==> config.mk <==
export PLATFORM = sky130hd
export DESIGN_NAME = tmps_seq
export DESIGN_NICKNAME = d
export VERILOG_FILES = /design/src/rtl/tmps_pkg.sv /design/src/rtl/tmps_div.sv /design/src/rtl/tmps_tdc.sv /design/src/rtl/tmps_seq.sv
export VERILOG_INCLUDE_DIRS = /design/src /design/src/rtl
export SDC_FILE = /design/constraint.sdc
export NUM_CORES = 2
export LEC_CHECK = 0
export BUFFER_PORTS_ARGS = -buffer_cell sky130_fd_sc_hd__buf_2
export CORE_MARGIN = 2
export CORE_UTILIZATION = 55
export DETAILED_ROUTE_END_ITERATION = 10
export GPL_TIMING_DRIVEN = 0
export PLACE_DENSITY_LB_ADDON = 0.12
export SLEW_MARGIN = 20
export SYNTH_ARGS = -nofsm -noshare
export SYNTH_HDL_FRONTEND = slang
export SYNTH_SLANG_ARGS = --single-unit
==> constraint.sdc <==
create_clock -name clk -period 10.4 [get_ports clk]
set_input_delay 1.04 -clock clk [delete_from_list [all_inputs] [get_ports clk]]
set_output_delay 1.04 -clock clk [all_outputs]
set_load 0.005 [all_outputs]
==> src/rtl/tmps_regs.svh <==
// register offsets, field positions, reset values and timing counts of the temperature sequencer
`ifndef TMPS_REGS_SVH
`define TMPS_REGS_SVH

// ****************************************************
// register byte offsets
// ****************************************************
`define TMPS_CFG01_OFF 12'h004
`define TMPS_CFG08_OFF 12'h020
`define TMPS_CFG09_OFF 12'h024
`define TMPS_CFG14_OFF 12'h038
`define TMPS_CTRL_OFF 12'h100
`define TMPS_STAT_OFF 12'h104
`define TMPS_MEAS_OFF 12'h108
`define TMPS_RES245_OFF 12'h3D4
`define TMPS_CORR_OFF 12'h3D8

// ****************************************************
// field positions
// ****************************************************
`define TMPS_CFG01_CORR_BIT 6
`define TMPS_CFG01_TEMP_BIT 8
`define TMPS_CFG14_SEL_BIT 0
`define TMPS_CTRL_START_BIT 0
`define TMPS_FRAC_BITS 20

// ****************************************************
// reset values and timing
// ****************************************************
`define TMPS_CFG_RST 24'h000000
`define TMPS_DIS_NS 2000
`define TMPS_CLK_NS 25
`define TMPS_DIS_CYC ((`TMPS_DIS_NS + `TMPS_CLK_NS - 1) / `TMPS_CLK_NS)

`endif

==> src/rtl/tmps_pkg.sv <==
// types shared by the temperature sequencer modules
package tmps_pkg;
    typedef enum logic [2:0] {
        TMPS_IDLE,
        TMPS_MAIN,
        TMPS_REF,
        TMPS_SER,
        TMPS_DIV,
        TMPS_PUB
    } tmps_state_e;
    typedef logic [23:0] tmps_word_t;
endpackage : tmps_pkg

==> src/rtl/tmps_div.sv <==
// sequential unsigned divider forming a fixed point quotient
`timescale 1ns/10ps
`include "tmps_regs.svh"
module tmps_div
    import tmps_pkg::*;
(
    // clock and reset
    input wire logic clk,
    input wire logic rstn,
    // operands
    input wire logic start,
    input wire logic [31:0] num,
    input wire logic [31:0] den,
    // result
    output logic busy,
    output logic done,
    output logic [31:0] quot
);
    logic [63:0] rem_r, rem_nxt;
    logic [31:0] q_r, q_nxt;
    logic [31:0] d_r, d_nxt;
    logic [5:0] cnt_r, cnt_nxt;
    logic busy_r, busy_nxt;
    logic done_r, done_nxt;
    logic [63:0] trial;

    // restoring division, one quotient bit per clock
    always_comb begin
        rem_nxt = rem_r;
        q_nxt = q_r;
        d_nxt = d_r;
        cnt_nxt = cnt_r;
        busy_nxt = busy_r;
        done_nxt = 1'b0;
        trial = {rem_r[62:0], 1'b0};
        if (start && !busy_r) begin
            rem_nxt = {32'h00000000, num};
            d_nxt = den;
            q_nxt = 32'h00000000;
            cnt_nxt = 6'h20;
            busy_nxt = 1'b1;
        end else if (busy_r) begin
            if (trial[63:32] >= d_r) begin
                rem_nxt = {trial[63:32] - d_r, trial[31:0]};
                q_nxt = {q_r[30:0], 1'b1};
            end else begin
                rem_nxt = trial;
                q_nxt = {q_r[30:0], 1'b0};
            end
            cnt_nxt = cnt_r - 6'h01;
            if (cnt_r == 6'h01) begin
                busy_nxt = 1'b0;
                done_nxt = 1'b1;
            end
        end
    end

    // state registers
    always_ff @(posedge clk) begin
        if (!rstn) begin
            rem_r <= 64'h0000000000000000;
            q_r <= 32'h00000000;
            d_r <= 32'h00000000;
            cnt_r <= 6'h00;
            busy_r <= 1'b0;
            done_r <= 1'b0;
        end else begin
            rem_r <= rem_nxt;
            q_r <= q_nxt;
            d_r <= d_nxt;
            cnt_r <= cnt_nxt;
            busy_r <= busy_nxt;
            done_r <= done_nxt;
        end
    end

    assign busy = busy_r;
    assign done = done_r;
    assign quot = q_r;
endmodule : tmps_div

==> src/rtl/tmps_tdc.sv <==
// discharge time counter: counts clocks until the comparator trips
`timescale 1ns/10ps
`include "tmps_regs.svh"
module tmps_tdc
    import tmps_pkg::*;
(
    // clock and reset
    input wire logic clk,
    input wire logic rstn,
    // control
    input wire logic start,
    input wire logic comp_trip,
    // result
    output logic done,
    output logic [23:0] count
);
    logic run_r, run_nxt;
    logic done_r, done_nxt;
    logic [23:0] cnt_r, cnt_nxt;

    // count from start until comparator trip, saturating
    always_comb begin
        run_nxt = run_r;
        done_nxt = 1'b0;
        cnt_nxt = cnt_r;
        if (start && !run_r) begin
            run_nxt = 1'b1;
            cnt_nxt = 24'h000001;
        end else if (run_r) begin
            if (comp_trip) begin
                run_nxt = 1'b0;
                done_nxt = 1'b1;
            end else if (cnt_r != 24'hFFFFFF) begin
                cnt_nxt = cnt_r + 24'h000001;
            end
        end
    end

    // state registers
    always_ff @(posedge clk) begin
        if (!rstn) begin
            run_r <= 1'b0;
            done_r <= 1'b0;
            cnt_r <= 24'h000000;
        end else begin
            run_r <= run_nxt;
            done_r <= done_nxt;
            cnt_r <= cnt_nxt;
        end
    end

    assign done = done_r;
    assign count = cnt_r;
endmodule : tmps_tdc

==> src/rtl/tmps_seq.sv <==
// on-chip temperature ratio sequencer with apb registers
`timescale 1ns/10ps
`include "tmps_regs.svh"
module tmps_seq
    import tmps_pkg::*;
(
    // clock and reset
    input wire logic clk,
    input wire logic rstn,
    // apb slave
    input wire logic psel,
    input wire logic penable,
    input wire logic pwrite,
    input wire logic [11:0] paddr,
    input wire logic [31:0] pwdata,
    output logic [31:0] prdata,
    output logic pready,
    output logic pslverr,
    // analog front end
    input wire logic comp_trip,
    output logic discharge_en,
    output logic bridge_port_c2_gauge_sw,
    output logic bridge_port_d1_gauge_sw,
    output logic bridge_port_c2_sense_sw,
    output logic bridge_port_d1_sense_sw,
    output logic sense_resistor_value_select,
    // status
    output logic meas_busy
);
    // ****************************************************
    // registers
    // ****************************************************
    tmps_word_t cfg01_r, cfg01_nxt;
    tmps_word_t gain_drift_factor_r, gain_drift_factor_nxt;
    tmps_word_t offset_drift_factor_r, offset_drift_factor_nxt;
    tmps_word_t cfg14_r, cfg14_nxt;
    tmps_word_t main_r, main_nxt;
    tmps_word_t ref_r, ref_nxt;
    tmps_word_t ser_r, ser_nxt;
    tmps_word_t res245_r, res245_nxt;
    logic [31:0] corr_r, corr_nxt;
    tmps_word_t main_pub_r, main_pub_nxt;
    logic [31:0] prdata_r, prdata_nxt;
    logic pslverr_r, pslverr_nxt;
    logic [15:0] cycles_r, cycles_nxt;
    tmps_state_e state_r, state_nxt;
    logic start_req;
    logic tdc_start;
    logic tdc_done;
    logic [23:0] tdc_count;
    logic div_start;
    logic div_done;
    logic [31:0] div_quot;
    logic [31:0] div_num;
    logic [31:0] ratio_frac;
    logic [63:0] corr_prod;
    logic wr_acc;
    logic rd_acc;

    assign wr_acc = psel && penable && pwrite;
    assign rd_acc = psel && penable && !pwrite;
    assign start_req = wr_acc && (paddr == `TMPS_CTRL_OFF) && pwdata[`TMPS_CTRL_START_BIT];

    // address decode for the error response of reads and writes; read data and writes decode separately
    function automatic logic addr_known(input logic [11:0] a);
        if (a == `TMPS_CFG01_OFF) addr_known = 1'b1;
        else if (a == `TMPS_CFG08_OFF) addr_known = 1'b1;
        else if (a == `TMPS_CFG09_OFF) addr_known = 1'b1;
        else if (a == `TMPS_CFG14_OFF) addr_known = 1'b1;
        else if (a == `TMPS_CTRL_OFF) addr_known = 1'b1;
        else if (a == `TMPS_STAT_OFF) addr_known = 1'b1;
        else if (a == `TMPS_MEAS_OFF) addr_known = 1'b1;
        else if (a == `TMPS_RES245_OFF) addr_known = 1'b1;
        else if (a == `TMPS_CORR_OFF) addr_known = 1'b1;
        else addr_known = 1'b0;
    endfunction : addr_known

    // ****************************************************
    // sub blocks
    // ****************************************************
    tmps_tdc u_tdc (
        .clk(clk),
        .rstn(rstn),
        .start(tdc_start),
        .comp_trip(comp_trip),
        .done(tdc_done),
        .count(tdc_count)
    );

    // ratio sense/gauge = (ser - ref)/ref for a series pair, scaled 2^20
    // numerator taken from the live series count, since ser_r loads on the start edge
    // limitation: count differences above 12 bits wrap in the numerator
    assign div_num = 32'({tdc_count - ref_r, 20'h00000});
    tmps_div u_div (
        .clk(clk),
        .rstn(rstn),
        .start(div_start),
        .num(div_num),
        .den({8'h00, ref_r}),
        .busy(),
        .done(div_done),
        .quot(div_quot)
    );
    assign ratio_frac = div_quot;

    // ****************************************************
    // measurement sequencer
    // ****************************************************
    always_comb begin
        state_nxt = state_r;
        main_nxt = main_r;
        ref_nxt = ref_r;
        ser_nxt = ser_r;
        res245_nxt = res245_r;
        main_pub_nxt = main_pub_r;
        corr_nxt = corr_r;
        cycles_nxt = cycles_r;
        tdc_start = 1'b0;
        div_start = 1'b0;
        corr_prod = 64'h0000000000000000;
        case (state_r)
            TMPS_IDLE: begin
                if (start_req) begin
                    state_nxt = TMPS_MAIN;
                    tdc_start = 1'b1;
                end
            end
            TMPS_MAIN: begin
                if (tdc_done) begin
                    main_nxt = tdc_count;
                    if (cfg01_r[`TMPS_CFG01_TEMP_BIT]) begin
                        state_nxt = TMPS_REF;
                        tdc_start = 1'b1;
                    end else begin
                        state_nxt = TMPS_PUB;
                    end
                end
            end
            TMPS_REF: begin
                if (tdc_done) begin
                    ref_nxt = tdc_count;
                    state_nxt = TMPS_SER;
                    tdc_start = 1'b1;
                end
            end
            TMPS_SER: begin
                if (tdc_done) begin
                    ser_nxt = tdc_count;
                    state_nxt = TMPS_DIV;
                    div_start = 1'b1;
                end
            end
            TMPS_DIV: begin
                if (div_done) begin
                    state_nxt = TMPS_PUB;
                end
            end
            default: begin
                // publish everything at once at cycle end
                main_pub_nxt = main_r;
                if (cfg01_r[`TMPS_CFG01_TEMP_BIT]) begin
                    res245_nxt = ratio_frac[23:0];
                end
                if (cfg01_r[`TMPS_CFG01_CORR_BIT]) begin
                    corr_prod = 64'(gain_drift_factor_r) * 64'(res245_nxt);
                    corr_nxt = corr_prod[51:20] + 32'(offset_drift_factor_r);
                end else begin
                    corr_nxt = 32'h00000000;
                end
                cycles_nxt = cycles_r + 16'h0001;
                state_nxt = TMPS_IDLE;
            end
        endcase
    end

    // analog switch control per phase
    always_comb begin
        discharge_en = (state_r == TMPS_MAIN) || (state_r == TMPS_REF) || (state_r == TMPS_SER);
        bridge_port_c2_gauge_sw = (state_r == TMPS_REF) || (state_r == TMPS_SER);
        bridge_port_d1_gauge_sw = (state_r == TMPS_REF) || (state_r == TMPS_SER);
        bridge_port_c2_sense_sw = (state_r == TMPS_SER);
        bridge_port_d1_sense_sw = (state_r == TMPS_SER);
    end
    assign sense_resistor_value_select = cfg14_r[`TMPS_CFG14_SEL_BIT];
    assign meas_busy = (state_r != TMPS_IDLE);

    // ****************************************************
    // apb register access
    // ****************************************************
    always_comb begin
        cfg01_nxt = cfg01_r;
        gain_drift_factor_nxt = gain_drift_factor_r;
        offset_drift_factor_nxt = offset_drift_factor_r;
        cfg14_nxt = cfg14_r;
        prdata_nxt = prdata_r;
        pslverr_nxt = 1'b0;
        if (psel && !penable) begin
            pslverr_nxt = !addr_known(paddr);
            if (paddr == `TMPS_CFG01_OFF) prdata_nxt = {8'h00, cfg01_r};
            else if (paddr == `TMPS_CFG08_OFF) prdata_nxt = {8'h00, gain_drift_factor_r};
            else if (paddr == `TMPS_CFG09_OFF) prdata_nxt = {8'h00, offset_drift_factor_r};
            else if (paddr == `TMPS_CFG14_OFF) prdata_nxt = {8'h00, cfg14_r};
            else if (paddr == `TMPS_STAT_OFF) prdata_nxt = {15'h0000, meas_busy, cycles_r};
            else if (paddr == `TMPS_MEAS_OFF) prdata_nxt = {8'h00, main_pub_r};
            else if (paddr == `TMPS_RES245_OFF) prdata_nxt = {8'h00, res245_r};
            else if (paddr == `TMPS_CORR_OFF) prdata_nxt = corr_r;
            else prdata_nxt = 32'h00000000;
        end
        if (wr_acc) begin
            if (paddr == `TMPS_CFG01_OFF) cfg01_nxt = pwdata[23:0];
            else if (paddr == `TMPS_CFG08_OFF) gain_drift_factor_nxt = pwdata[23:0];
            else if (paddr == `TMPS_CFG09_OFF) offset_drift_factor_nxt = pwdata[23:0];
            else if (paddr == `TMPS_CFG14_OFF) cfg14_nxt = pwdata[23:0];
        end
    end

    assign pready = psel && penable;
    assign prdata = prdata_r;
    assign pslverr = pslverr_r && psel && penable;

    // ****************************************************
    // state registers
    // ****************************************************
    always_ff @(posedge clk) begin
        if (!rstn) begin
            cfg01_r <= `TMPS_CFG_RST;
            gain_drift_factor_r <= `TMPS_CFG_RST;
            offset_drift_factor_r <= `TMPS_CFG_RST;
            cfg14_r <= `TMPS_CFG_RST;
            main_r <= 24'h000000;
            ref_r <= 24'h000000;
            ser_r <= 24'h000000;
            res245_r <= 24'h000000;
            corr_r <= 32'h00000000;
            main_pub_r <= 24'h000000;
            prdata_r <= 32'h00000000;
            pslverr_r <= 1'b0;
            cycles_r <= 16'h0000;
            state_r <= TMPS_IDLE;
        end else begin
            cfg01_r <= cfg01_nxt;
            gain_drift_factor_r <= gain_drift_factor_nxt;
            offset_drift_factor_r <= offset_drift_factor_nxt;
            cfg14_r <= cfg14_nxt;
            main_r <= main_nxt;
            ref_r <= ref_nxt;
            ser_r <= ser_nxt;
            res245_r <= res245_nxt;
            corr_r <= corr_nxt;
            main_pub_r <= main_pub_nxt;
            prdata_r <= prdata_nxt;
            pslverr_r <= pslverr_nxt;
            cycles_r <= cycles_nxt;
            state_r <= state_nxt;
        end
    end
endmodule : tmps_seq

# After elaboration in Yosys (flattened, before gate mapping)

Index checks and enable logic that the tools add are counted.
W data, S select, Z words.

Equality and inequality tests: 21
Add/subtract/negate cells: 6
Order comparisons: 1
Muxes and demuxes: 52
Multiply operators: 1
Bitwise operators: 7
Reduce and logical (&&, ||, !) cells: 36

Operators by type and width:

| kind                    | number |
|---|---|
| $mux W32                | 10 |
| $mux W63                | 1 |
| $mul A24 B24 Y48        | 1 |
| $mux W24                | 2 |
| $eq A12 B6 Y1 const B   | 3 |
| $eq A12 B9 Y1 const B   | 3 |
| $ge A32 B24 Y1          | 1 |
| $sub A31 B24 Y31        | 1 |
| $add A28 B24 Y29        | 1 |
| $mux W29                | 1 |
| $mux W1                 | 28 |
| $add A24 B1 Y24 const B | 1 |
| $eq A12 B10 Y1 const B  | 2 |
| $ne A24 B24 Y1 const B  | 1 |
| $mux W3                 | 6 |
| $add A16 B1 Y16 const B | 1 |
| $pmux W3 S5             | 1 |
| $eq A12 B3 Y1 const B   | 1 |
| $mux W6                 | 2 |
| $sub A12 B12 Y12        | 1 |
| $ne A2 B1 Y1 const B    | 5 |
| $reduce_and A5 Y1       | 2 |
| $logic_and A1 B1 Y1     | 9 |
| $reduce_and A3 Y1       | 3 |
| other kinds (18)        | 37 |

Input bits: 50
Flip-flop bits (word level): 421
Output and inout bits: 41

# Logic depth before layout (Yosys ltp)

Depth in word-level cells: 12
Depth in mapped cells: 43

# Hierarchy

A second synthesis with hierarchy kept.

Cells, all modules: 4784
Area, all modules: 40396.2 um2

By module, submodules not included:

| module   | times used | sequential area each (um2) | area an instance (um2) | cells each |
|---|---|---|---|---|
| tmps_seq | 1          | 5405.2                     | 31815.5                | 3716 |
| tmps_div | 1          | 2702.6                     | 7289.5                 | 911 |
| tmps_tdc | 1          | 520.5                      | 1291.2                 | 157 |

# Least setup slack after synthesis

Ideal clock, no wire load.

Path type: reg2reg
From: register cfg01_r[8]
To: register corr_r[27]
Path slack: 0.621 ns
Required time: 10.321 ns
Path buffers: 3
Stages on the path, launching flop included: 40
Arrival time: 9.700 ns
Clock period less this slack: 9.779 ns
Cell sequence: dfxtp_1 -> clkbuf_1 -> clkbuf_1 -> mux2_2 -> clkbuf_1 -> and2_1 -> fa_1 -> inv_1 -> fa_1 -> inv_1 -> fa_1 -> inv_1 -> fa_1 -> inv_1 -> fa_1 -> fa_1 -> inv_1 -> fa_1 -> [... 4 more ...] -> nor3_1 -> o31ai_4 -> nand4_1 -> o211ai_2 -> a31oi_1 -> inv_1 -> a21oi_1 -> xnor2_1 -> ha_1 -> nand2_1 -> o41a_1 -> o31ai_1 -> a21o_1 -> a21o_1 -> a211o_1 -> nand3_1 -> or4b_1 -> o211ai_1

Cells in the longest elaborated chain, start to end: 5

Ends and longest elaborated chain:

| element                | RTL line        | RTL |
|---|---|---|
| start, declared        | tmps_seq.sv:33  | `tmps_word_t cfg01_r, cfg01_nxt;` |
| start signal, assigned | tmps_seq.sv:226 | `` cfg01_r <= `TMPS_CFG_RST; `` |
| start signal, assigned | tmps_seq.sv:241 | `cfg01_r <= cfg01_nxt;` |
| $mux W24               | tmps_seq.sv:161 | `` if (cfg01_r[`TMPS_CFG01_TEMP_BIT]) begin `` |
| $mux W24               | tmps_seq.sv:121 | `case (state_r)` |
| $mul A24 B24 Y48       | tmps_seq.sv:165 | `corr_prod = 64'(gain_drift_factor_r) * 64'(res245_nxt);` |
| $add A28 B24 Y29       | tmps_seq.sv:166 | `corr_nxt = corr_prod[51:20] + 32'(offset_drift_factor_r);` |
| $mux W29               | tmps_seq.sv:164 | `` if (cfg01_r[`TMPS_CFG01_CORR_BIT]) begin `` |
| end signal, assigned   | tmps_seq.sv:249 | `corr_r <= corr_nxt;` |
| end, declared          | tmps_seq.sv:41  | `logic [31:0] corr_r, corr_nxt;` |

Every way passes these cells. The select of a mux whose other input is x is not followed.
A chain may end at the register's enable or synchronous reset.

# Worst setup path after layout

From: register gain_drift_factor_r[10]
To: register corr_r[27]

Cells in the longest elaborated chain, start to end: 3

Ends and longest elaborated chain:

| element                | RTL line        | RTL |
|---|---|---|
| start, declared        | tmps_seq.sv:34  | `tmps_word_t gain_drift_factor_r, gain_drift_factor_nxt;` |
| start signal, assigned | tmps_seq.sv:227 | `` gain_drift_factor_r <= `TMPS_CFG_RST; `` |
| start signal, assigned | tmps_seq.sv:242 | `gain_drift_factor_r <= gain_drift_factor_nxt;` |
| $mul A24 B24 Y48       | tmps_seq.sv:165 |  |
| $add A28 B24 Y29       | tmps_seq.sv:166 |  |
| $mux W29               | tmps_seq.sv:164 |  |

Every way passes these cells.

==> metrics.md <==
| Metric | Value |
|---|---|
| Routability Congestion | 0.980 |
| Leakage | 0.0178 uW |
| Initial core utilization | 0.554 |
| Syn_area_per_cell | 8.37 um2 |
| Main synth FF type | dfxtp_1 |
| Die H | 264 um |
| Seq cells post-synth | 395 |
| Crit path launch type | register |
| Hold_buf cts | 0 |
| Hold WS | 0.452 ns |
| Fin nets | 5328 |
| Post-synth EDFFs | 0 |
| Cts bufs inserted | 40 |
| CP Max Fanout | 10 |
| DRC viols | 0 |
| Root Buffer | clkbuf_16 |
| Cell mode on critical path | fa_1 |
| Full die area | 0.0695 mm2 |
| Skew-Pair Late Insertion Delay | 0.60 ns |
| Largest net degree at the start of global routing | 15 |
| Worst VDD drop | 117 uV |
| Multi-input logic area | 0.0261 mm2 |
| N_diodes | 0 |
| Clk_skew | 0.0490 ns |
| Filler Cell Count | 6146 |
| Area growth from synthesis to final layout | 8.85% |
| Row count | 95 |
| Worst Tran Pin Value | 1.10 ns |
| CORE AREA | 0.0669 mm2 |
| Most common cell after layout, fill and taps aside | nand2_1 |
| Critical path arrival | 10.56 ns |
| Clk sinks | 395 |
| Share of layout cells above drive strength 1 | 0.0595 |
| Global-route usage over all layers | 0.337 |
| TritonCTS clock tree | built |
| Status | finished, final reports clean |
| DP Wirelength | 92200 um |
| Drt total wl | 115000 um |
| Final Slew Violations | 0 |
| Maximum buffer depth of the clock tree | 3 |
| Vias in the first global route | 30600 |
| Initial antenna violation count | 2 |
| Fin util | 0.603 |
| Worst slack, placed | -1.40 ns |
| Slowest library cell on the worst path | dfxtp_1 |
| ANT nets after route | 0 |
| Max-Cap Viols | 0 |
| Vias | 31000 |
| CP required | 10.90 ns |
| # IOs | 91 |
| DR vias/cell | 5.67 |
| DR WL/cell | 21.1 um |
| Fmax achieved | 99.5 MHz |
| Starting DRT DRC Count | 2759 |
| Worst path top cell family by delay | adder cells |
| CP Class | register to register |
| GRT overflow | 0 |
| Sequential cell area fraction in the yosys report | 0.213 |
| Setup ws final | 0.345 ns |
| Power Dens Cells | 78.1 mW/mm2 |
| Hold Path Class | register to register |
| Slew HR | 0.258 |
| Htree depth | 2 |
| Critical Path Sink Type | register |
| Final hold vios | 0 |
| Fin crit share | 0.967 |
| Drt pass-1 iters | 7 |
| Post-synth cell types | 80 |
| Synthesized area | 0.0371 mm2 |
| First-pass GRT wire length | 180000 um |
| Clk slew on worst S/H paths | 0.07 ns |
| Die Wd | 264 um |
| Most frequent cells in the layout | nand2_1, inv_1, fa_1 |
| Share of flip-flops with an asynchronous set or reset | 0 |
| Final worst path period need | 10.06 ns |
| Reg area | 0.00791 mm2 |
| Final setup violation count | 0 |
| Mapped Cells | 4431 |
| IO buf count | 79 |
| CP peak stage delay | 0.75 ns |
| WP buf/inv | 5 |
| Ys Warns | 0 |
-- flip-flops by register name, indices dropped and copies added (netlist names), 24 cells and up --
register	cells
u_div.quot	24
gain_drift_factor_r	24
offset_drift_factor_r	24
main_pub_r	24
prdata	29
cfg14_r	24
corr_r	29
cfg01_r	24
main_r	24
u_tdc.count	24
ref_r	24
res245_r	24
u_div.d_r	24
u_div.rem_r	43
-- routing by layer --
| layer | track usage | part of all wire | vias to the layer above |
|---|---|---|---|
| met5 | 0 | 0.000078 | - |
| met4 | 0.116 | 0.040 | 2 |
| met3 | 0.0550 | 0.091 | 228 |
| met2 | 0.525 | 0.44 | 1333 |
| met1 | 0.477 | 0.43 | 15100 |
| li1 | - | - | 14300 |
-- report_power, final --
group          internal (uW)  switching (uW)
logic                   27.3            74.1
clock network            863             666
registers               1520            3.97
-- timing repair --
action / in CTS / in global routing
gates resized for setup: 47 / 81
endpoints found under the hold margin: 0 / 0
pin swaps: 2 / 10
setup buffers: 1 / 6
setup endpoints to repair: 21 / 11
-- worst register-to-register path, delay by kind of cell (launching register included) --
kind                       cells  cell delay, ns
xor gates and xnor gates       1            0.16
and+or+nand+nor                6            1.10
adders and majority gates      9            4.43
buffers and inverters          5            1.01
AOI/OAI and AO/OA             13            2.54
DFF                            1            0.75
-- cell usage after synthesis, types with 8 or more instances --
library cell / count / area (um2)
o21ai_0: 94 / 470
dfxtp_1: 395 / 7910
a22oi_1: 19 / 143
nand3_1: 43 / 215
a21o_1: 41 / 308
o21bai_1: 10 / 75.1
nor2_1: 248 / 931
nor3_1: 59 / 295
a31oi_1: 11 / 68.8
mux2_2: 22 / 248
xor2_1: 51 / 447
o21ai_1: 8 / 40.0
nand4_1: 14 / 87.6
o211ai_1: 9 / 67.6
a21oi_1: 311 / 1560
fa_1: 484 / 9690
a211oi_1: 28 / 210
xnor2_1: 71 / 622
ha_1: 233 / 2920
a221o_1: 17 / 170
inv_1: 627 / 2350
nand2_1: 800 / 3000
and2_1: 224 / 1400
a221oi_1: 47 / 412
o221ai_1: 10 / 87.6
clkbuf_1: 235 / 882
and3_1: 22 / 138
nand2b_1: 21 / 131
mux2i_1: 56 / 561
or3_1: 8 / 50.1
nor2b_1: 86 / 538
o21a_1: 12 / 90.1
-- final cells by class --
| type | instances | share of cell area |
|---|---|---|
| plain buffers | 249 | 0.0260 |
| clock buffers | 57 | 0.0286 |
| clock inverters | 16 | 0.00604 |
| inverters | 628 | 0.0584 |
| multi-input cells | 3160 | 0.646 |
| flip-flops and latches | 395 | 0.196 |
| well taps | 873 | 0.0271 |
| repair buffers | 87 | 0.0116 |
-- final timing paths --
path                            from           to  slack (ns)  cells after the start
max          gain_drift_factor_r[10]   corr_r[27]        0.34                     34
min                      cfg01_r[13]  cfg01_r[13]        0.45                      2
max reg2reg  gain_drift_factor_r[10]   corr_r[27]        0.34                     34
min reg2reg              cfg01_r[13]  cfg01_r[13]        0.45                      2
-- kinds of logic after synthesis --
| kind of cell | count (synthesis) | synth area share |
|---|---|---|
| mux | 78 | 0.0218 |
| fa+ha+maj | 717 | 0.340 |
| buf+inv | 878 | 0.0896 |
| flops | 395 | 0.213 |
| compound gates | 673 | 0.115 |
| simple gates | 1567 | 0.192 |
| other cells | 1 | 0.000101 |
| xor+xnor | 122 | 0.0288 |
-- metrics by stage --
step / std cells / TNS (ns) / total power (uW) / cell area, um2
6_report: 5465 / 0 / 3150 / 40400
2_1_floorplan: 4433 / 0 / 1600 / 37100
3_5_place_dp: 5386 / -15.22 / 1650 / 38600
4_1_cts: 5460 / 0 / 3160 / 40200
5_1_grt: 5465 / -0.00283 / 3220 / 40400
3_3_place_gp: 5385 / -14.38 / 1660 / 38600
No activity file was read; power rests on OpenSTA's default activity.
